`src/ebp_pkg.sv`:
```
package ebp_pkg;
  // Register byte offsets
  localparam logic [5:0] OFF_CTRL = 6'h00;
  localparam logic [5:0] OFF_PER = 6'h04;
  localparam logic [5:0] OFF_DLOW = 6'h08;
  localparam logic [5:0] OFF_SHAD = 6'h0c;
  localparam logic [5:0] OFF_TCTL = 6'h10;
  localparam logic [5:0] OFF_DB = 6'h14;
  localparam logic [5:0] OFF_CFG = 6'h18;
  localparam logic [5:0] OFF_STAT = 6'h1c;
  localparam int DEC_W = 6;
  // Field positions
  localparam int DIR_BIT = 7;
  localparam int FULL_BIT = 6;
  localparam int DLSB_MSB = 5;
  localparam int DLSB_LSB = 4;
  localparam int MODE_MSB = 3;
  localparam int MODE_LSB = 2;
  localparam int POL_AC_BIT = 1;
  localparam int POL_BD_BIT = 0;
  localparam int PS_MSB = 1;
  localparam int TON_BIT = 2;
  localparam int DBC_MSB = 6;
  localparam int ALT_BIT = 0;
  // Reset values
  localparam logic [7:0] CTRL_RST = 8'h00;
  localparam logic [7:0] PER_RST = 8'hff;
  localparam logic [7:0] DLOW_RST = 8'h00;
  localparam logic [7:0] TCTL_RST = 8'h00;
  localparam logic [7:0] DB_RST = 8'h00;
  localparam logic ALT_RST = 1'b1;
  // Encodings
  localparam logic [1:0] MODE_PWM = 2'b11;
  localparam logic [1:0] CFG_SINGLE = 2'b00;
  localparam logic [1:0] CFG_HALF = 2'b10;
  localparam logic [1:0] CFG_FWD = 2'b01;
  localparam logic [1:0] CFG_REV = 2'b11;
  localparam logic [1:0] PS_1 = 2'b00;
  localparam logic [1:0] PS_4 = 2'b01;
  localparam logic [1:0] RESP_OK = 2'b00;
  localparam logic [1:0] RESP_ERR = 2'b10;
  // Timing: one oscillator period is one clock
  localparam int TOSC_NS = 10;
  localparam int CLK_NS = 10;
  localparam int TOSC_PER_TCY = 4;
  localparam int CLK_PER_TOSC = (TOSC_NS + CLK_NS - 1) / CLK_NS;
  localparam int CLK_PER_TCY = TOSC_PER_TCY * CLK_PER_TOSC;

  function automatic logic ebp_hit(input logic [31:0] a);
    return (a[31:DEC_W] == '0) && (a[1:0] == 2'b00);
  endfunction : ebp_hit
endpackage : ebp_pkg

```
`src/ebp_tick_if.sv`:
```
`timescale 1ns/10ps
interface ebp_tick_if;
  logic [7:0] timer;
  logic [1:0] sub;
  logic step;
  logic pstart;
  logic last;
  modport src (output timer, sub, step, pstart, last);
  modport dst (input timer, sub, step, pstart, last);
endinterface : ebp_tick_if

```
`src/ebp_top.sv`:
```
// What this block does
// RQ1 - Period lasts (period register plus one) times four Tosc times prescale.
// RQ2 - On period match: clear timer, set output, load duty shadow.
// RQ3 - Zero duty leaves the output unset at period start.
// RQ4 - Timer postscaler plays no part in period or frequency.
// RQ5 - Duty is ten bits: duty low byte plus control bits 5:4.
// RQ6 - Duty writes allowed anytime, applied only at next period match.
// RQ7 - Duty shadow register is read-only to software.
// RQ8 - Output clears when shadow duty equals timer with two fine bits.
// RQ9 - Duty longer than period leaves output set all period.
// RQ10 - Prescale of 1, 4 or 16 from timer control bits 1:0.
// RQ11 - Two-bit output configuration picks single, half, forward or reverse.
// RQ12 - Codes 00 single, 10 half, 01 forward, 11 reverse; bit 7 direction.
// RQ13 - Dead band equals four Tosc times seven-bit delay count.
// RQ14 - Half bridge: PWM on output A, complement on output B.
// RQ15 - Outputs go active after delay; too long delay keeps output inactive.
// RQ16 - Alternate pin select at zero moves B, and C in full bridge.
// RQ17 - Full bridge uses four outputs, only two active at once.
// RQ18 - Forward: A held active, D modulated.
// RQ19 - Reverse: C held active, B modulated.
// RQ20 - Direction bit may be written anytime; takes effect next cycle.
// RQ21 - Direction change: blank modulated outputs, swap steady ones 4 times prescale early.
// RQ22 - Full bridge inserts no dead band.
// RQ23 - Software should lower duty before reversing near full duty.
// RQ24 - Configuration at control bits 7:6, mode and polarity bits 3:0.
// RQ25 - Controls load at period boundary; dead band at duty or period.
// RQ26 - Waveforms start only after timer reset.
`timescale 1ns/10ps
module ebp_top import ebp_pkg::*; (
  input wire logic sys_clk, // System clock, 100 MHz
  input wire logic nrst, // Async reset, active low
  input wire logic [31:0] s_axi_awaddr, // Write address
  input wire logic s_axi_awvalid, // Write address valid
  output logic s_axi_awready, // Write address ready
  input wire logic [31:0] s_axi_wdata, // Write data
  input wire logic [3:0] s_axi_wstrb, // Write strobes
  input wire logic s_axi_wvalid, // Write data valid
  output logic s_axi_wready, // Write data ready
  output logic [1:0] s_axi_bresp, // Write response
  output logic s_axi_bvalid, // Write response valid
  input wire logic s_axi_bready, // Write response ready
  input wire logic [31:0] s_axi_araddr, // Read address
  input wire logic s_axi_arvalid, // Read address valid
  output logic s_axi_arready, // Read address ready
  output logic [31:0] s_axi_rdata, // Read data
  output logic [1:0] s_axi_rresp, // Read response
  output logic s_axi_rvalid, // Read data valid
  input wire logic s_axi_rready, // Read data ready
  output logic out_a, // Bridge output A
  output logic out_b, // Bridge output B, default pin
  output logic out_c, // Bridge output C, default pin
  output logic out_d, // Bridge output D
  output logic out_b_alt, // Output B, alternate pin
  output logic out_c_alt // Output C, alternate pin
);
  import ebp_pkg::*;

  logic aw_full_ff, w_full_ff, awready_ff, wready_ff, bvalid_ff;
  logic [31:0] awaddr_ff, wdata_ff;
  logic wstrb0_ff;
  logic [1:0] bresp_ff;
  logic arready_ff, rvalid_ff;
  logic [31:0] rdata_ff;
  logic [1:0] rresp_ff;
  logic nxt_aw_full, nxt_w_full, nxt_rvalid, do_write, aw_take, w_take, ar_take;
  logic [7:0] ctrl_ff, per_ff, dlow_ff, tctl_ff, db_ff;
  logic alt_ff;
  logic [9:0] duty_sh_ff;
  logic [1:0] cfg_sh_ff;
  logic [3:0] mode_sh_ff;
  logic [6:0] db_sh_ff;
  logic dir_ff, blank_ff, running_ff, pwm_ff;
  logic pwm_en, full_sh, match, dir_chg;
  logic pwm_lvl;
  logic db_a, db_b;
  logic a_act, b_act, c_act, d_act;
  logic nxt_a, nxt_b, nxt_c, nxt_d, nxt_b_alt, nxt_c_alt;
  logic a_ff, b_ff, c_ff, d_ff, b_alt_ff, c_alt_ff;
  logic [31:0] rd_mux;

  ebp_tick_if tk ();

  ebp_timebase u_timebase (
    .sys_clk(sys_clk),
    .nrst(nrst),
    .en(tctl_ff[TON_BIT]),
    .presc(tctl_ff[PS_MSB:0]), // see RQ10
    .period(per_ff),
    .tk(tk.src)
  );

  ebp_deadband #(.CW(7)) u_db_a (
    .sys_clk(sys_clk),
    .nrst(nrst),
    .din(pwm_lvl),
    .count(db_sh_ff),
    .dout(db_a)
  );

  ebp_deadband #(.CW(7)) u_db_b (
    .sys_clk(sys_clk),
    .nrst(nrst),
    .din(!pwm_lvl),
    .count(db_sh_ff),
    .dout(db_b)
  );

  // Bus slave: address and data are taken in either order, answered once both are held
  assign aw_take = s_axi_awvalid && awready_ff;
  assign w_take = s_axi_wvalid && wready_ff;
  assign do_write = aw_full_ff && w_full_ff && !bvalid_ff;
  assign nxt_aw_full = aw_take || (aw_full_ff && !do_write);
  assign nxt_w_full = w_take || (w_full_ff && !do_write);
  assign ar_take = s_axi_arvalid && arready_ff;
  assign nxt_rvalid = rvalid_ff ? !s_axi_rready : ar_take;

  always_ff @(posedge sys_clk or negedge nrst) begin
    if (!nrst) begin
      aw_full_ff <= 1'b0;
      w_full_ff <= 1'b0;
      awready_ff <= 1'b0;
      wready_ff <= 1'b0;
    end else begin
      aw_full_ff <= nxt_aw_full;
      w_full_ff <= nxt_w_full;
      awready_ff <= !nxt_aw_full;
      wready_ff <= !nxt_w_full;
    end
  end

  always_ff @(posedge sys_clk or negedge nrst) begin
    if (!nrst) begin
      awaddr_ff <= 32'h0000_0000;
      wdata_ff <= 32'h0000_0000;
      wstrb0_ff <= 1'b0;
    end else begin
      if (aw_take) begin
        awaddr_ff <= s_axi_awaddr;
      end
      if (w_take) begin
        wdata_ff <= s_axi_wdata;
        wstrb0_ff <= s_axi_wstrb[0];
      end
    end
  end

  always_ff @(posedge sys_clk or negedge nrst) begin
    if (!nrst) begin
      bvalid_ff <= 1'b0;
      bresp_ff <= RESP_OK;
    end else if (do_write) begin
      bvalid_ff <= 1'b1;
      bresp_ff <= ebp_hit(awaddr_ff) ? RESP_OK : RESP_ERR;
    end else if (s_axi_bready) begin
      bvalid_ff <= 1'b0;
    end
  end

  // Software copies; duty, configuration, polarity and dead band reach the logic through shadows, the others directly
  always_ff @(posedge sys_clk or negedge nrst) begin
    if (!nrst) begin
      ctrl_ff <= CTRL_RST;
      per_ff <= PER_RST;
      dlow_ff <= DLOW_RST;
      tctl_ff <= TCTL_RST;
      db_ff <= DB_RST;
      alt_ff <= ALT_RST;
    end else if (do_write && wstrb0_ff && ebp_hit(awaddr_ff)) begin
      unique case (awaddr_ff[DEC_W-1:0])
        OFF_CTRL: ctrl_ff <= wdata_ff[7:0]; // see RQ24
        OFF_PER: per_ff <= wdata_ff[7:0];
        OFF_DLOW: dlow_ff <= wdata_ff[7:0]; // see RQ6
        OFF_TCTL: tctl_ff <= wdata_ff[7:0];
        OFF_DB: db_ff <= wdata_ff[7:0];
        OFF_CFG: alt_ff <= wdata_ff[ALT_BIT];
        default: ; // Shadow and status are read-only, see RQ7
      endcase
    end
  end

  always_comb begin
    rd_mux = 32'h0000_0000;
    unique case (s_axi_araddr[DEC_W-1:0])
      OFF_CTRL: rd_mux[7:0] = ctrl_ff;
      OFF_PER: rd_mux[7:0] = per_ff;
      OFF_DLOW: rd_mux[7:0] = dlow_ff;
      OFF_SHAD: rd_mux[7:0] = duty_sh_ff[9:2];
      OFF_TCTL: rd_mux[7:0] = tctl_ff;
      OFF_DB: rd_mux[7:0] = db_ff;
      OFF_CFG: rd_mux[ALT_BIT] = alt_ff;
      OFF_STAT: rd_mux[11:0] = {blank_ff, dir_ff, running_ff, pwm_ff, tk.timer};
      default: rd_mux = 32'h0000_0000;
    endcase
  end

  always_ff @(posedge sys_clk or negedge nrst) begin
    if (!nrst) begin
      arready_ff <= 1'b0;
      rvalid_ff <= 1'b0;
      rdata_ff <= 32'h0000_0000;
      rresp_ff <= RESP_OK;
    end else begin
      arready_ff <= !nxt_rvalid;
      rvalid_ff <= nxt_rvalid;
      if (ar_take) begin
        rdata_ff <= ebp_hit(s_axi_araddr) ? rd_mux : 32'h0000_0000;
        rresp_ff <= ebp_hit(s_axi_araddr) ? RESP_OK : RESP_ERR;
      end
    end
  end

  // PWM core
  assign pwm_en = (ctrl_ff[MODE_MSB:MODE_LSB] == MODE_PWM) && tctl_ff[TON_BIT];
  assign full_sh = cfg_sh_ff[0]; // see RQ12
  assign match = tk.step && ({tk.timer, tk.sub} == duty_sh_ff); // see RQ8
  // Level drops in the matching slot itself, so high time is duty slots, not one more
  assign pwm_lvl = pwm_ff && !match; // see RQ8
  assign dir_chg = running_ff && full_sh && tk.last && (ctrl_ff[DIR_BIT] != dir_ff);

  // Output waits for the first timer reset after enabling
  always_ff @(posedge sys_clk or negedge nrst) begin
    if (!nrst) begin
      running_ff <= 1'b0;
    end else if (!pwm_en) begin
      running_ff <= 1'b0;
    end else if (tk.pstart) begin
      running_ff <= 1'b1; // see RQ26
    end
  end

  always_ff @(posedge sys_clk or negedge nrst) begin
    if (!nrst) begin
      duty_sh_ff <= 10'h000;
      cfg_sh_ff <= CFG_SINGLE;
      mode_sh_ff <= 4'h0;
    end else if (tk.pstart) begin
      duty_sh_ff <= {dlow_ff, ctrl_ff[DLSB_MSB:DLSB_LSB]}; // see RQ2 see RQ5 see RQ6
      cfg_sh_ff <= {ctrl_ff[DIR_BIT], ctrl_ff[FULL_BIT]}; // see RQ11 see RQ25
      mode_sh_ff <= ctrl_ff[3:0];
    end
  end

  // Dead band is picked up at whichever boundary comes first
  always_ff @(posedge sys_clk or negedge nrst) begin
    if (!nrst) begin
      db_sh_ff <= 7'h00;
    end else if (tk.pstart || match) begin
      db_sh_ff <= db_ff[DBC_MSB:0]; // see RQ25
    end
  end

  always_ff @(posedge sys_clk or negedge nrst) begin
    if (!nrst) begin
      pwm_ff <= 1'b0;
    end else if (!pwm_en) begin
      pwm_ff <= 1'b0;
    end else if (tk.pstart) begin
      pwm_ff <= ({dlow_ff, ctrl_ff[DLSB_MSB:DLSB_LSB]} != 10'h000); // see RQ2 see RQ3
    end else if (match) begin
      pwm_ff <= 1'b0; // see RQ8 see RQ9
    end
  end

  // Steady outputs swap one timer count early; a write during the last count swaps at once
  always_ff @(posedge sys_clk or negedge nrst) begin
    if (!nrst) begin
      dir_ff <= 1'b0;
      blank_ff <= 1'b0;
    end else if (dir_chg) begin
      dir_ff <= ctrl_ff[DIR_BIT]; // see RQ20 see RQ21
      blank_ff <= 1'b1;
    end else if (tk.pstart) begin
      blank_ff <= 1'b0;
      if (!(full_sh && ctrl_ff[FULL_BIT])) begin
        dir_ff <= ctrl_ff[DIR_BIT];
      end
    end
  end

  always_comb begin
    a_act = 1'b0;
    b_act = 1'b0;
    c_act = 1'b0;
    d_act = 1'b0;
    if (running_ff) begin
      if (!full_sh) begin
        if (cfg_sh_ff[1]) begin
          a_act = db_a; // see RQ14 see RQ15
          b_act = db_b;
        end else begin
          a_act = pwm_lvl;
        end
      end else if (!dir_ff) begin
        a_act = 1'b1; // see RQ18 see RQ17
        d_act = pwm_lvl && !blank_ff; // see RQ22
      end else begin
        c_act = 1'b1; // see RQ19
        b_act = pwm_lvl && !blank_ff; // see RQ21
      end
    end
  end

  // Unused pins stay low; used pins idle at their inactive level
  always_comb begin
    nxt_a = running_ff && (a_act ^ mode_sh_ff[POL_AC_BIT]);
    nxt_d = running_ff && full_sh && (d_act ^ mode_sh_ff[POL_BD_BIT]);
    nxt_b = 1'b0;
    nxt_b_alt = 1'b0;
    nxt_c = 1'b0;
    nxt_c_alt = 1'b0;
    if (running_ff && cfg_sh_ff != CFG_SINGLE) begin
      if (alt_ff) begin
        nxt_b = b_act ^ mode_sh_ff[POL_BD_BIT];
      end else begin
        nxt_b_alt = b_act ^ mode_sh_ff[POL_BD_BIT]; // see RQ16
      end
    end
    if (running_ff && full_sh) begin
      if (alt_ff) begin
        nxt_c = c_act ^ mode_sh_ff[POL_AC_BIT];
      end else begin
        nxt_c_alt = c_act ^ mode_sh_ff[POL_AC_BIT]; // see RQ16
      end
    end
  end

  always_ff @(posedge sys_clk or negedge nrst) begin
    if (!nrst) begin
      a_ff <= 1'b0;
      b_ff <= 1'b0;
      c_ff <= 1'b0;
      d_ff <= 1'b0;
      b_alt_ff <= 1'b0;
      c_alt_ff <= 1'b0;
    end else begin
      a_ff <= nxt_a;
      b_ff <= nxt_b;
      c_ff <= nxt_c;
      d_ff <= nxt_d;
      b_alt_ff <= nxt_b_alt;
      c_alt_ff <= nxt_c_alt;
    end
  end

  assign out_a = a_ff;
  assign out_b = b_ff;
  assign out_c = c_ff;
  assign out_d = d_ff;
  assign out_b_alt = b_alt_ff;
  assign out_c_alt = c_alt_ff;
  assign s_axi_awready = awready_ff;
  assign s_axi_wready = wready_ff;
  assign s_axi_bvalid = bvalid_ff;
  assign s_axi_bresp = bresp_ff;
  assign s_axi_arready = arready_ff;
  assign s_axi_rvalid = rvalid_ff;
  assign s_axi_rdata = rdata_ff;
  assign s_axi_rresp = rresp_ff;

  // Period length check helper
  logic [13:0] plen_ff, plen_exp;
  logic plen_ok_ff;
  assign plen_exp = ((14'(per_ff) + 14'h1) << (tctl_ff[1] ? 6 : tctl_ff[0] ? 4 : 2)) - 14'h1;
  always_ff @(posedge sys_clk or negedge nrst) begin
    if (!nrst) begin
      plen_ff <= 14'h0;
      plen_ok_ff <= 1'b0;
    end else begin
      plen_ff <= tk.pstart ? 14'h0 : plen_ff + 14'h1;
      if (do_write && (awaddr_ff[DEC_W-1:0] == OFF_PER || awaddr_ff[DEC_W-1:0] == OFF_TCTL)) begin
        plen_ok_ff <= 1'b0;
      end else if (tk.pstart) begin
        plen_ok_ff <= tctl_ff[TON_BIT];
      end
    end
  end

  AST_PERIOD_LEN: assert property (@(posedge sys_clk) disable iff (!nrst) // see RQ1
    (tk.pstart && plen_ok_ff) |-> plen_ff == plen_exp) else $error("period length wrong");
  AST_TIMER_CLEAR: assert property (@(posedge sys_clk) disable iff (!nrst) // see RQ2
    tk.pstart |=> tk.timer == 8'h00) else $error("timer not cleared at period end");
  AST_DUTY_LOAD: assert property (@(posedge sys_clk) disable iff (!nrst) // see RQ6
    tk.pstart |=> duty_sh_ff == {$past(dlow_ff), $past(ctrl_ff[5:4])}) else $error("duty not loaded");
  AST_DUTY_HOLD: assert property (@(posedge sys_clk) disable iff (!nrst) // see RQ7
    !tk.pstart |=> $stable(duty_sh_ff)) else $error("duty shadow changed mid period");
  AST_ZERO_DUTY: assert property (@(posedge sys_clk) disable iff (!nrst) // see RQ3
    (tk.pstart && dlow_ff == 8'h00 && ctrl_ff[5:4] == 2'b00) |=> !pwm_ff) else $error("zero duty set output");
  AST_DUTY_CLEAR: assert property (@(posedge sys_clk) disable iff (!nrst) // see RQ8
    (match && !tk.pstart) |=> !pwm_ff) else $error("output not cleared at duty match");
  AST_FWD_OUT: assert property (@(posedge sys_clk) disable iff (!nrst) // see RQ18
    (running_ff && full_sh && !dir_ff && mode_sh_ff[1:0] == 2'b00) |=> out_a && !out_b && !out_c && !out_b_alt)
    else $error("forward outputs wrong");
  AST_REV_OUT: assert property (@(posedge sys_clk) disable iff (!nrst) // see RQ19
    (running_ff && full_sh && dir_ff && alt_ff && mode_sh_ff[1:0] == 2'b00) |=> out_c && !out_a && !out_d)
    else $error("reverse outputs wrong");
  AST_BLANK: assert property (@(posedge sys_clk) disable iff (!nrst) // see RQ21
    (blank_ff && mode_sh_ff[1:0] == 2'b00) |=> !out_b && !out_d && !out_b_alt) else $error("blank not honoured");
  AST_HALF_GAP: assert property (@(posedge sys_clk) disable iff (!nrst) // see RQ15
    (running_ff && cfg_sh_ff == CFG_HALF) |-> !(a_act && b_act)) else $error("half bridge overlap");
endmodule : ebp_top

```
`src/ebp_timebase.sv`:
```
`timescale 1ns/10ps
module ebp_timebase import ebp_pkg::*; (
  input wire logic sys_clk, // System clock
  input wire logic nrst, // Async reset
  input wire logic en, // Timer running
  input wire logic [1:0] presc, // Prescale select
  input wire logic [7:0] period, // Period register
  ebp_tick_if.src tk // Timing strobes
);
  logic [5:0] fine_ff;
  logic [7:0] timer_ff;
  logic [5:0] lim;
  logic wrap;

  if (CLK_PER_TOSC != 1) begin : g_chk
    $error("ebp_timebase needs one clock per oscillator period");
  end

  always_comb begin
    unique case (presc)
      PS_1: lim = 6'h03;
      PS_4: lim = 6'h0f;
      default: lim = 6'h3f;
    endcase
  end
  assign wrap = en && (fine_ff == lim);

  always_ff @(posedge sys_clk or negedge nrst) begin
    if (!nrst) begin
      fine_ff <= 6'h00;
    end else if (!en || wrap) begin
      fine_ff <= 6'h00;
    end else begin
      fine_ff <= fine_ff + 6'h01;
    end
  end

  // Postscaler never reaches this counter
  always_ff @(posedge sys_clk or negedge nrst) begin
    if (!nrst) begin
      timer_ff <= 8'h00;
    end else if (!en) begin
      timer_ff <= 8'h00;
    end else if (wrap) begin
      timer_ff <= (timer_ff == period) ? 8'h00 : timer_ff + 8'h01; // see RQ1 see RQ4
    end
  end

  assign tk.timer = timer_ff;
  assign tk.sub = (presc == PS_1) ? fine_ff[1:0] : (presc == PS_4) ? fine_ff[3:2] : fine_ff[5:4]; // see RQ8
  assign tk.step = en && ((presc == PS_1) || ((presc == PS_4) ? fine_ff[1:0] == 2'b00 : fine_ff[3:0] == 4'h0));
  assign tk.pstart = wrap && (timer_ff == period);
  assign tk.last = en && (timer_ff == period);
endmodule : ebp_timebase

```
`src/ebp_deadband.sv`:
```
`timescale 1ns/10ps
module ebp_deadband import ebp_pkg::*; #(
  parameter int CW = 7
) (
  input wire logic sys_clk, // System clock
  input wire logic nrst, // Async reset
  input wire logic din, // Undelayed drive request
  input wire logic [CW-1:0] count, // Delay in instruction cycles
  output logic dout // Delayed rising edge
);
  logic [CW-1:0] cnt_ff;
  logic [1:0] q_ff;

  if (CW < 1 || CW > 16) begin : g_chk
    $error("ebp_deadband width out of range");
  end

  // Only the rising edge is delayed; a falling request cuts the output at once
  always_ff @(posedge sys_clk or negedge nrst) begin
    if (!nrst) begin
      q_ff <= 2'b00;
      cnt_ff <= '0;
    end else if (!din) begin
      q_ff <= 2'b00;
      cnt_ff <= '0;
    end else if (cnt_ff != count) begin
      q_ff <= q_ff + 2'b01;
      if (q_ff == 2'(CLK_PER_TCY - 1)) begin
        cnt_ff <= cnt_ff + 1'b1; // see RQ13
      end
    end
  end
  assign dout = din && (cnt_ff == count); // see RQ15
endmodule : ebp_deadband

```
`config.mk`:
```
export PLATFORM = sky130hd
export DESIGN_NAME = ebp_top
export DESIGN_NICKNAME = d
export VERILOG_FILES = /design/src/ebp_pkg.sv /design/src/ebp_tick_if.sv /design/src/ebp_top.sv /design/src/ebp_timebase.sv /design/src/ebp_deadband.sv
export SDC_FILE = /design/constraint.sdc
export NUM_CORES = 1
export LEC_CHECK = 0
export ABC_AREA = 1
export ABC_CLOCK_PERIOD_IN_PS = 6800
export BUFFER_PORTS_ARGS = -buffer_cell sky130_fd_sc_hd__buf_4
export CAP_MARGIN = 15
export CORE_MARGIN = 2
export CORE_UTILIZATION = 55
export CTS_CLUSTER_DIAMETER = 200
export CTS_CLUSTER_SIZE = 25
export DETAILED_ROUTE_END_ITERATION = 16
export HOLD_SLACK_MARGIN = 0.06
export PLACE_DENSITY = 0.87
export SKIP_CTS_REPAIR_TIMING = 1
export SYNTH_ARGS = -nofsm -noshare
export SYNTH_HDL_FRONTEND = slang
export SYNTH_HIERARCHICAL = 1
export SYNTH_SLANG_ARGS = --single-unit
```
`constraint.sdc`:
```
create_clock -name sys_clk -period 6.8 [get_ports sys_clk]
set_input_delay 0 -clock sys_clk [delete_from_list [all_inputs] [get_ports sys_clk]]
set_output_delay 0 -clock sys_clk [all_outputs]
set_load 0.005 [all_outputs]
```
# Word-level counts from Yosys, hierarchy flattened
# Index checks and enable logic that the tools add are counted.
classes:
  n_addsub: 6
  n_eq_ne: 30
  mux: 59
  bitwise: 4
  reduce_logical: 67
ops:
  columns: ["op", "count"]
  rows:
  - ["zero test 26 bit", 2]
  - ["one-hot mux 7 bit (7 select lines)", 1]
  - ["== test 6 x 5 -> 1 bit, second input constant", 7]
  - ["2-to-1 mux 7 bit", 6]
  - ["2-to-1 mux 1 bit", 36]
  - ["logical AND 1 bit", 28]
  - ["2-to-1 mux 8 bit", 3]
  - ["== test 6 x 4 -> 1 bit, second input constant", 3]
  - ["AND reduction 2 bit", 9]
  - ["2-to-1 mux 2 bit", 8]
  - ["adder 7 x 1 -> 7 bit, second input constant", 2]
  - ["== test 7 bit", 2]
  - ["!= test 7 bit", 2]
  - ["== test 6 x 3 -> 1 bit, second input constant", 2]
  - ["zero test 6 bit", 2]
  - ["2-to-1 mux 12 bit", 1]
  - ["one-hot mux 6 bit (2 select lines)", 1]
  - ["== test 10 bit", 1]
  - ["zero test 1 bit", 10]
  - ["nonzero test 10 bit", 1]
  - ["nonzero test 2 bit", 5]
  - ["adder 8 x 1 -> 8 bit, second input constant", 1]
  - ["== test 8 bit", 1]
  - ["zero test 2 bit", 4]
  - ["other kinds (15)", 28]
word_totals:
  regBits: 188
  inputBits: 107
  out_inout_bits: 47
  word_cells: 205

# Depth between registers and ports, before layout
# Gate-level depths: netlist of run 1.
depth:
  depth_word: 15
  depth_mapped: 20
  mapped_depth_nobuf: 20

# Hierarchy
# The synthesis of run 1 kept the hierarchy.
by_module_without_submodules:
  columns: ["module", "n_inst", "cells_each", "area_each_um2"]
  rows:
  - ["ebp_top", 1, 732, 6431.2]
  - ["ebp_deadband", 2, 123, 773.2]
  - ["ebp_timebase", 1, 156, 1106.1]

# Least setup slack after synthesis of run 1
# Ideal clock, no wire load.
synth_path:
  path_kind: "flip-flop to flip-flop"
  from: "register tctl_ff[2]"
  to: "register a_ff, in the netlist out_a"
  setup_time_ps: 119
  t_arrival_ps: 2136
  required_ps: 6681
  slack_ps: 4545
  path_stages_with_launch: 17
  n_path_buf: 1
  period_less_slack_ps: 2255
  cell_sequence: "dfrtp_1 -> buf_2 -> o21ai_0 -> a21oi_1 -> a21boi_0 -> nand2_1 -> nor2_1 -> nand3_1 -> nand2_1 -> inv_1 -> nand3_1 -> nor2_1 -> and2_1 -> o22ai_1 -> inv_1 -> a21oi_1 -> nor2_1"
synth_via:
  elab_chain_cells: 10
synth_lines:
  columns: ["item", "line_no", "text"]
  rows:
  - ["start: declaration", "ebp_top.sv:66", "logic [7:0] ctrl_ff, per_ff, dlow_ff, tctl_ff, db_ff;"]
  - ["start signal: assignment", "ebp_top.sv:173", "OFF_TCTL: tctl_ff <= wdata_ff[7:0];"]
  - ["logical AND 1 bit", "ebp_timebase.sv:51", "assign tk.step = en && ((presc == PS_1) || ((presc == PS_4) ? fine_ff[1:0] == 2'b00 : fine_ff[3:0] == 4'h0));"]
  - ["named net tk.step", "ebp_tick_if.sv:5", "logic step;"]
  - ["logical AND 1 bit", "ebp_top.sv:215", "assign match = tk.step && ({tk.timer, tk.sub} == duty_sh_ff);"]
  - ["zero test 1 bit", "ebp_top.sv:217", "assign pwm_lvl = pwm_ff && !match;"]
  - ["logical AND 1 bit", "ebp_top.sv:217", null]
  - ["named net pwm_lvl", "ebp_top.sv:74", "logic pwm_lvl;"]
  - ["logical AND 1 bit", "ebp_deadband.sv:33", "assign dout = din && (cnt_ff == count);"]
  - ["named net db_a", "ebp_top.sv:75", "logic db_a, db_b;"]
  - ["2-to-1 mux 1 bit", "ebp_top.sv:287", "if (cfg_sh_ff[1]) begin"]
  - ["2-to-1 mux 1 bit", "ebp_top.sv:286", "if (!full_sh) begin"]
  - ["2-to-1 mux 1 bit", "ebp_top.sv:285", "if (running_ff) begin"]
  - ["XOR 1 bit", "ebp_top.sv:305", "nxt_a = running_ff && (a_act ^ mode_sh_ff[POL_AC_BIT]);"]
  - ["logical AND 1 bit", "ebp_top.sv:305", null]
  - ["named net nxt_a", "ebp_top.sv:77", "logic nxt_a, nxt_b, nxt_c, nxt_d, nxt_b_alt, nxt_c_alt;"]
  - ["end signal: assignment", "ebp_top.sv:336", "a_ff <= nxt_a;"]
  - ["end: declaration", "ebp_top.sv:78", "logic a_ff, b_ff, c_ff, d_ff, b_alt_ff, c_alt_ff;"]
# The timed path passes the listed nets, and every way through them passes these cells.
# A chain may end at the register's enable or synchronous reset.

# Worst setup path in the final report of run 1
# Ends and elaborated chain as after synthesis.

==> reports/metrics.cfg, run 1 <==
[status]
outcome = finished, final reports clean

[power]
sw_frac_of_total = 0.315
p_int_uw = 1830
leakage_uw = 0.00543
power_frac_comb = 0.163
peakVddDrop_mv = 0.305
powerDensity_nw_per_um2 = 243
p_switching_uw = 841
clockPowerShare = 0.362
p_seq_frac = 0.475

[placed_design]
hpwlAfterDp_mm = 15.7
dpl_cell_area_um2 = 9890
port_buffers = 104
routabilityCongestion = 0.966
dp.cells = 1429
pre_cts_ws_ns = 3.88

[sta]
relSlewSlack = 0.383
tns_ns = 0
post-route-worst-setup-slack_ns = 3.65
hold_viol = 0
whs_ns = 0.0456
rsz0062_at_grt = false
min_period_ns = 3.15
max_freq_mhz = 317
worst_pin_slew_ns = 0.926
fin_crit_sh = 0.463
drv_slew = 0
clock_skew_ns = 0.0120
setup_viol = 0

[yosys]
ys.flop_type = dfrtp_1
avgSynthCellArea_um2 = 8.01
yosysSeqAreaShare = 0.459
ys_async_sr_fraction = 1.00
synth-seq-cells = 166
synth.distinct_cells = 51
syn_area_um2 = 9080
ys_warn_count = 6
synth_edf_count = 0
synthCells = 1134

[worst_hold_path]
min_path_type = in2reg
holdPathStages = 6

[route]
drt-pass1-iter-count = 7
routed_wl_mm = 24.1
detail-route-antenna-nets = 0
drc = 0
dr_total_vias = 8233
wl_per_cell_um = 15.9
first_iter_violations = 735
viasPerCell = 5.45

[clocking]
clk_path_buf_depth = 2
clock_latency_ns = 0.44
cts.sinks = 166
h-tree-depth = 4
cts_root_buffer = clkbuf_16
clkTransAtPathRegs_ns = 0.07
cts_buffers = 17
cts_tree = done

[worst_setup_path]
ff2ff_path_depth = 16
end_kind = flip-flop
crit_required_ns = 7.16
critPathKind = reg2reg
start_kind = flip-flop
cp_max_fo = 13
crit_arrival_ns = 3.51

[run]
timing.max_cap.violations = 0

[die]
core_area_um2 = 16000
io_pins = 154
die_area_um2 = 17600
start_util = 0.568
die_height_um = 133
row_count = 46
die_w_um = 133

[global_route]
grt_usage = 0.257
grt_pass1_vias = 7481
grt_pass1_wl_mm = 36.4
grt_max_degree = 94
grt_overflow = 0
antenna_found_initial = 0

[layout]
drive_gt1_frac = 0.193
fin_cells = 1511
design_area_um2 = 11000
diodes = 0
nFillCells = 1206
area_delta_synth_final_pct = 21.1
fin_nets = 1396

==> path summary, 6_finish.rpt <==
kind	startpoint	to	slack, ns
max	tctl_ff[2]	out_a	3.65
min	s_axi_araddr[22]	s_axi_rdata[2]	0.05
max reg2reg	tctl_ff[2]	out_a	3.65
min reg2reg	db_ff[4]	db_ff[4]	0.47
max in group asynchronous	nrst	u_db_a/cnt_ff[2]	5.18
min in group asynchronous	nrst	u_timebase/fine_ff[4]	0.20
==> layout make-up <==
type	count	area [um2]	area share
Clock buffer	17	425	0.0387
Inverter	142	546	0.0496
Multi-Input combinational cell	796	4090	0.372
Sequential cell	166	4170	0.379
Tap cell	216	270	0.0246
Timing Repair Buffer	159	1320	0.120
Clock inverter	15	184	0.0167
==> per-stage QoR <==
stage	util	power [uW]
3_3_place_gp	0.618	1630
5_1_grt	0.688	2780
3_5_place_dp	0.618	1660
6_report	0.688	2670
4_1_cts	0.656	2620
2_1_floorplan	-	1490
==> worst max-delay path, stage by stage, from the launching register on <==
cell	delay, ns
dfrtp_1	0.74
o21ai_0	0.17
a21oi_1	0.15
a21boi_0	0.29
nand2_1	0.11
nor2_1	0.13
nand3_1	0.19
nand2_1	0.31
inv_1	0.16
nand3_1	0.11
nor2_1	0.06
and2_1	0.16
o22ai_1	0.12
inv_1	0.09
nand3_1	0.10
nand2_1	0.06
nor2_1	0.12
==> Yosys cell counts, types with 2 or more instances <==
master    number  area, um2
clkbuf_1       6       22.5
nand2_4        4       45.0
a22oi_1        2       15.0
buf_2          6       30.0
a21oi_1       27        135
nand3b_1       3       22.5
nor4_1        12       75.1
nor2_4         3       33.8
nor3_2         2       20.0
buf_4         27        203
and2_1         2       12.5
nand3_2        3       30.0
a211oi_1       2       15.0
buf_6          7       78.8
nand2_1      338       1270
inv_1        132        495
nor2_2        10       62.6
nand2_2       20        125
ha_1           7       87.6
nand4_1       65        407
o21ai_0       33        165
dfstp_2        9        236
inv_2          8       30.0
xor2_1         7       61.3
a31oi_1        7       43.8
dfrtp_1      157       3930
buf_1          4       15.0
nand3_1       64        320
xnor2_1        6       52.6
or2_2          5       31.3
nor3_1         6       30.0
o21ai_1        2       10.0
nor2_1        88        330
o22ai_1        9       56.3
nand3_4        3       52.6
a21oi_2        2       17.5
mux2_2        32        360
==> layout by cell type, fill, tap and decap left out, types with 10 or more instances in the layout <==
| master | count |
|---|---|
| a21oi_1 | 27 |
| nand3_1 | 64 |
| buf_4 | 108 |
| clkbuf_16 | 17 |
| nand2_2 | 20 |
| inv_1 | 132 |
| dlygate4sd3_1 | 50 |
| nand4_1 | 65 |
| nand2_1 | 338 |
| conb_1 | 22 |
| dfrtp_1 | 157 |
| nor4_1 | 12 |
| o21ai_0 | 33 |
| mux2_2 | 32 |
| nor2_1 | 87 |
| nor2_2 | 10 |
==> cells by family after synthesis <==
family	share of synthesized area
flops	0.459
fa+ha+maj	0.00964
mux	0.0397
compound gates	0.0552
buf+inv	0.101
other cells	0.000413
simple gates	0.323
xor+xnor	0.0125
==> registers in the layout (all words and copies together) (netlist names), 2 cells and up <==
| register | count |
|---|---|
| per_ff | 8 |
| u_timebase/fine_ff | 6 |
| duty_sh_ff | 10 |
| db_ff | 8 |
| u_db_b/cnt_ff | 7 |
| dlow_ff | 8 |
| cfg_sh_ff | 2 |
| u_db_a/q_ff | 2 |
| u_db_a/cnt_ff | 7 |
| u_timebase/tk.timer | 8 |
| u_db_b/q_ff | 2 |
| ctrl_ff | 8 |
| mode_sh_ff | 2 |
| tctl_ff | 8 |
| wdata_ff | 8 |
| awaddr_ff | 32 |
| db_sh_ff | 7 |
| s_axi_rdata | 12 |
==> power by group through the flow <==
| stage | combinational [uW] | clock (uW) | sequential [uW] |
|---|---|---|---|
| 5_1_grt | 475 | 1030 | 1280 |
| 6_report | 435 | 968 | 1270 |
| 3_5_place_dp | 385 | 0 | 1270 |
| 4_1_cts | 388 | 977 | 1250 |
| 2_1_floorplan | 269 | 0 | 1220 |
| 3_3_place_gp | 368 | 0 | 1260 |
==> metal layers <==
layer | wire [um] | GRT usage | vias to the layer above
met5 | 0 | 0 | -
met1 | 9920 | 0.338 | 3855
met4 | 673 | 0.0968 | 0
met3 | 1820 | 0.0716 | 67
met2 | 11700 | 0.407 | 381
li1 | - | - | 3930
(Power assumes the default switching activity.)
==> run 2: changes to the inputs <==
--- a/config.mk
+++ b/config.mk
@@ -5,8 +5,8 @@
 export SDC_FILE = /design/constraint.sdc
 export NUM_CORES = 1
 export LEC_CHECK = 0
-export ABC_AREA = 1
-export ABC_CLOCK_PERIOD_IN_PS = 6800
+export ABC_AREA = 0
+export ABC_CLOCK_PERIOD_IN_PS = 3100
 export BUFFER_PORTS_ARGS = -buffer_cell sky130_fd_sc_hd__buf_4
 export CAP_MARGIN = 15
 export CORE_MARGIN = 2
@@ -15,7 +15,7 @@
 export CTS_CLUSTER_SIZE = 25
 export DETAILED_ROUTE_END_ITERATION = 16
 export HOLD_SLACK_MARGIN = 0.06
-export PLACE_DENSITY = 0.87
+export PLACE_DENSITY = 0.88
 export SKIP_CTS_REPAIR_TIMING = 1
 export SYNTH_ARGS = -nofsm -noshare
 export SYNTH_HDL_FRONTEND = slang
==> constraint.sdc (replaced) <==
create_clock -name sys_clk -period 3.1 [get_ports sys_clk]
set_input_delay 0 -clock sys_clk [delete_from_list [all_inputs] [get_ports sys_clk]]
set_output_delay 0 -clock sys_clk [all_outputs]
set_load 0.005 [all_outputs]
==> run 2 against run 1 <==
  * Largest cell class unchanged
  * Critical endpoint unchanged
  * Synthesized area down 7.1%
  * Via count shrank 24%
  * Worst setup slack worse by 3.4 ns
  * Design area shrank 5.5%
  * Largest power group unchanged
  * Hold slack improved by 0.070 ns
  * Global-route usage shrank 1.8 points
==> reports/metrics.cfg, run 2 <==
[clocking]
clkTransAtPathRegs_ns = 0.06
cts_buffers = 17
cts.sinks = 166
cts_root_buffer = clkbuf_16
clk_path_buf_depth = 2
h-tree-depth = 4
cts_tree = done
clock_latency_ns = 0.43

[sta]
rsz0062_at_grt = false
relSlewSlack = 0.341
drv_slew = 0
setup_viol = 0
clock_skew_ns = 0.0160
tns_ns = 0
hold_viol = 0
whs_ns = 0.116
min_period_ns = 2.88
fin_crit_sh = 0.930
max_freq_mhz = 347
worst_pin_slew_ns = 0.980

[layout]
diodes = 0
largest_register_ffs = 32
nFillCells = 1043
regArea_um2 = 4170
drive_gt1_frac = 0.332
area_delta_synth_final_pct = 23.2
final_common_cell = dfrtp_1
multi_input_area_um2 = 3960
final_cell_mix = dfrtp_1 (157), buf_4 (111), mux2_2 (88)
largest_register = awaddr_ff
fin_nets = 960

[placed_design]
hpwlAfterDp_mm = 13.0
routabilityCongestion = 0.903
port_buffers = 104

[route]
drt-met1-wl_mm = 8.12
drt-pass1-iter-count = 4
wl_per_cell_um = 19.1
dr_total_vias = 6241
detail-route-antenna-nets = 0
routed-wl-met3_mm = 1.27
first_iter_violations = 340
highest_layer = met4
drc = 0
routed_wl_mm = 20.0
viasPerCell = 5.96
met2_length_mm = 10.2

[yosys]
ys.flop_type = dfrtp_1
synthCells = 695
syn_area_um2 = 8440
avgSynthCellArea_um2 = 12.1
synth_edf_count = 0
ys_warn_count = 6
ys_async_sr_fraction = 1.00
yosys.area.top_type = dfrtp_1
yosysMostFrequentCell = dfrtp_1
yosysSeqAreaShare = 0.493
synth_area_leaders = dfrtp_1 (47%), mux2_2 (12%), xnor2_1 (2.9%)
netlist.area_leader.share = 0.465
synth-seq-cells = 166
synth.distinct_cells = 66
synthTopCellsByCount = dfrtp_1 (157), mux2_2 (88), nand2_1 (47)

[global_route]
grt_pass1_vias = 6005
grt_pass1_wl_mm = 30.6
grt_overflow = 0
antenna_found_initial = 0
grt_max_degree = 88
grt_usage = 0.239

[worst_setup_path]
start_kind = flip-flop
ff2ff_path_depth = 14
crit_family = compound AO/OA/AOI/OAI gates
critPathKind = reg2reg
end_kind = flip-flop
cp_max_fo = 10
cp_cell_sequence = inv_1 > ha_1 > inv_1 > a21oi_1 > a21oi_1 > nor2b_1 > nand4_1 > o31ai_2 > inv_1 > and4_4 > and2_1 > a21oi_1 > a22oi_1 > mux2i_1
cp.depth = 14
crit_path_max_incr_delay_ns = 0.42
path_buf_inv = 3
crit_required_ns = 3.40
slowest_stage = o31ai_2
crit_arrival_ns = 3.18
r2r_slack_ns = 0.22

[die]
io_pins = 154
row_count = 45
die_area_um2 = 16400
die_height_um = 128
core_area_um2 = 15100
start_util = 0.559
die_w_um = 128

[worst_hold_path]
holdPathStages = 5
min_path_type = in2reg

[run]
timing.max_cap.violations = 0

[power]
leakage_uw = 0.00490
powerDensity_nw_per_um2 = 551
peakVddDrop_mv = 0.685

[status]
outcome = finished, final reports clean

## run 2: cell count changes in the layout (fill, tap and decap cells not counted), sizes merged, moves of 14 or more
cell	previous run	this run
nand2	363	48
inv	149	16
nor2	102	14
mux2	32	104
nand3	70	15
nand4	65	13
xnor2	6	28
and3	0	20
o21ai	36	20
a211o	0	14
mux2i	0	14
## run 2: kinds of logic after synthesis
family	after synthesis	synth area share
AO/OA/AOI/OAI	108	0.0975
XOR/XNOR	38	0.0394
adder cells (fa/ha/maj)	7	0.0104
buffers and inverters	67	0.0470
flip-flops	166	0.493
multiplexers	125	0.178
other	1	0.000444
AND/OR/NAND/NOR	183	0.134
## run 2: worst reg2reg max path: cells and delay by family (launching register included)
kind	cells	cell delay, ns
fa+ha+maj	1	0.16
compound gates	5	0.93
mux	1	0.15
flops	1	0.41
buf+inv	3	0.24
simple gates	4	0.88
## run 2: path summary, 6_finish.rpt
| check | to | from |
|---|---|---|
| setup / recovery | out_a | u_timebase/fine_ff[0] |
| hold / removal | s_axi_rdata[0] | s_axi_araddr[24] |
| setup reg to reg | out_a | u_timebase/fine_ff[0] |
| hold reg to reg | s_axi_rvalid | s_axi_rvalid |
| max in group asynchronous | per_ff[2] | nrst |
| min in group asynchronous | s_axi_arready | nrst |
## run 2: metal layers
metal	up-vias	track usage
met2	247	0.388
li1	2828	-
met3	38	0.0701
met5	-	0
met4	0	0.0834
met1	3128	0.308
## run 2: area by class of cell
class                   instances  share of cell area
well taps                     188              0.0226
repair buffers                164               0.132
inverters                      14             0.00506
multi-input cells             483               0.381
clock inverters                15              0.0172
flip-flops and latches        166               0.401
clock buffers                  17              0.0409
## run 2: power breakdown
group | switching [uW] | internal [uW] | total, uW
Combinational | 311 | 453 | 764
Sequential | 319 | 2480 | 2800
Clock | 893 | 1270 | 2160
## run 2: metrics by stage
stage | worst slack, ns | area (um2) | utilization | power, uW | std cells
floorplan | 0.169 | 8520 | - | 3200 | 716
global placement | 0.348 | 9280 | 0.615 | 3460 | 964
detailed placement | 0.319 | 9280 | 0.615 | 3520 | 964
CTS | 0.209 | 9880 | 0.655 | 5680 | 996
global route | 0.0339 | 10400 | 0.689 | 5950 | 1047
finish | 0.216 | 10400 | 0.689 | 5730 | 1047
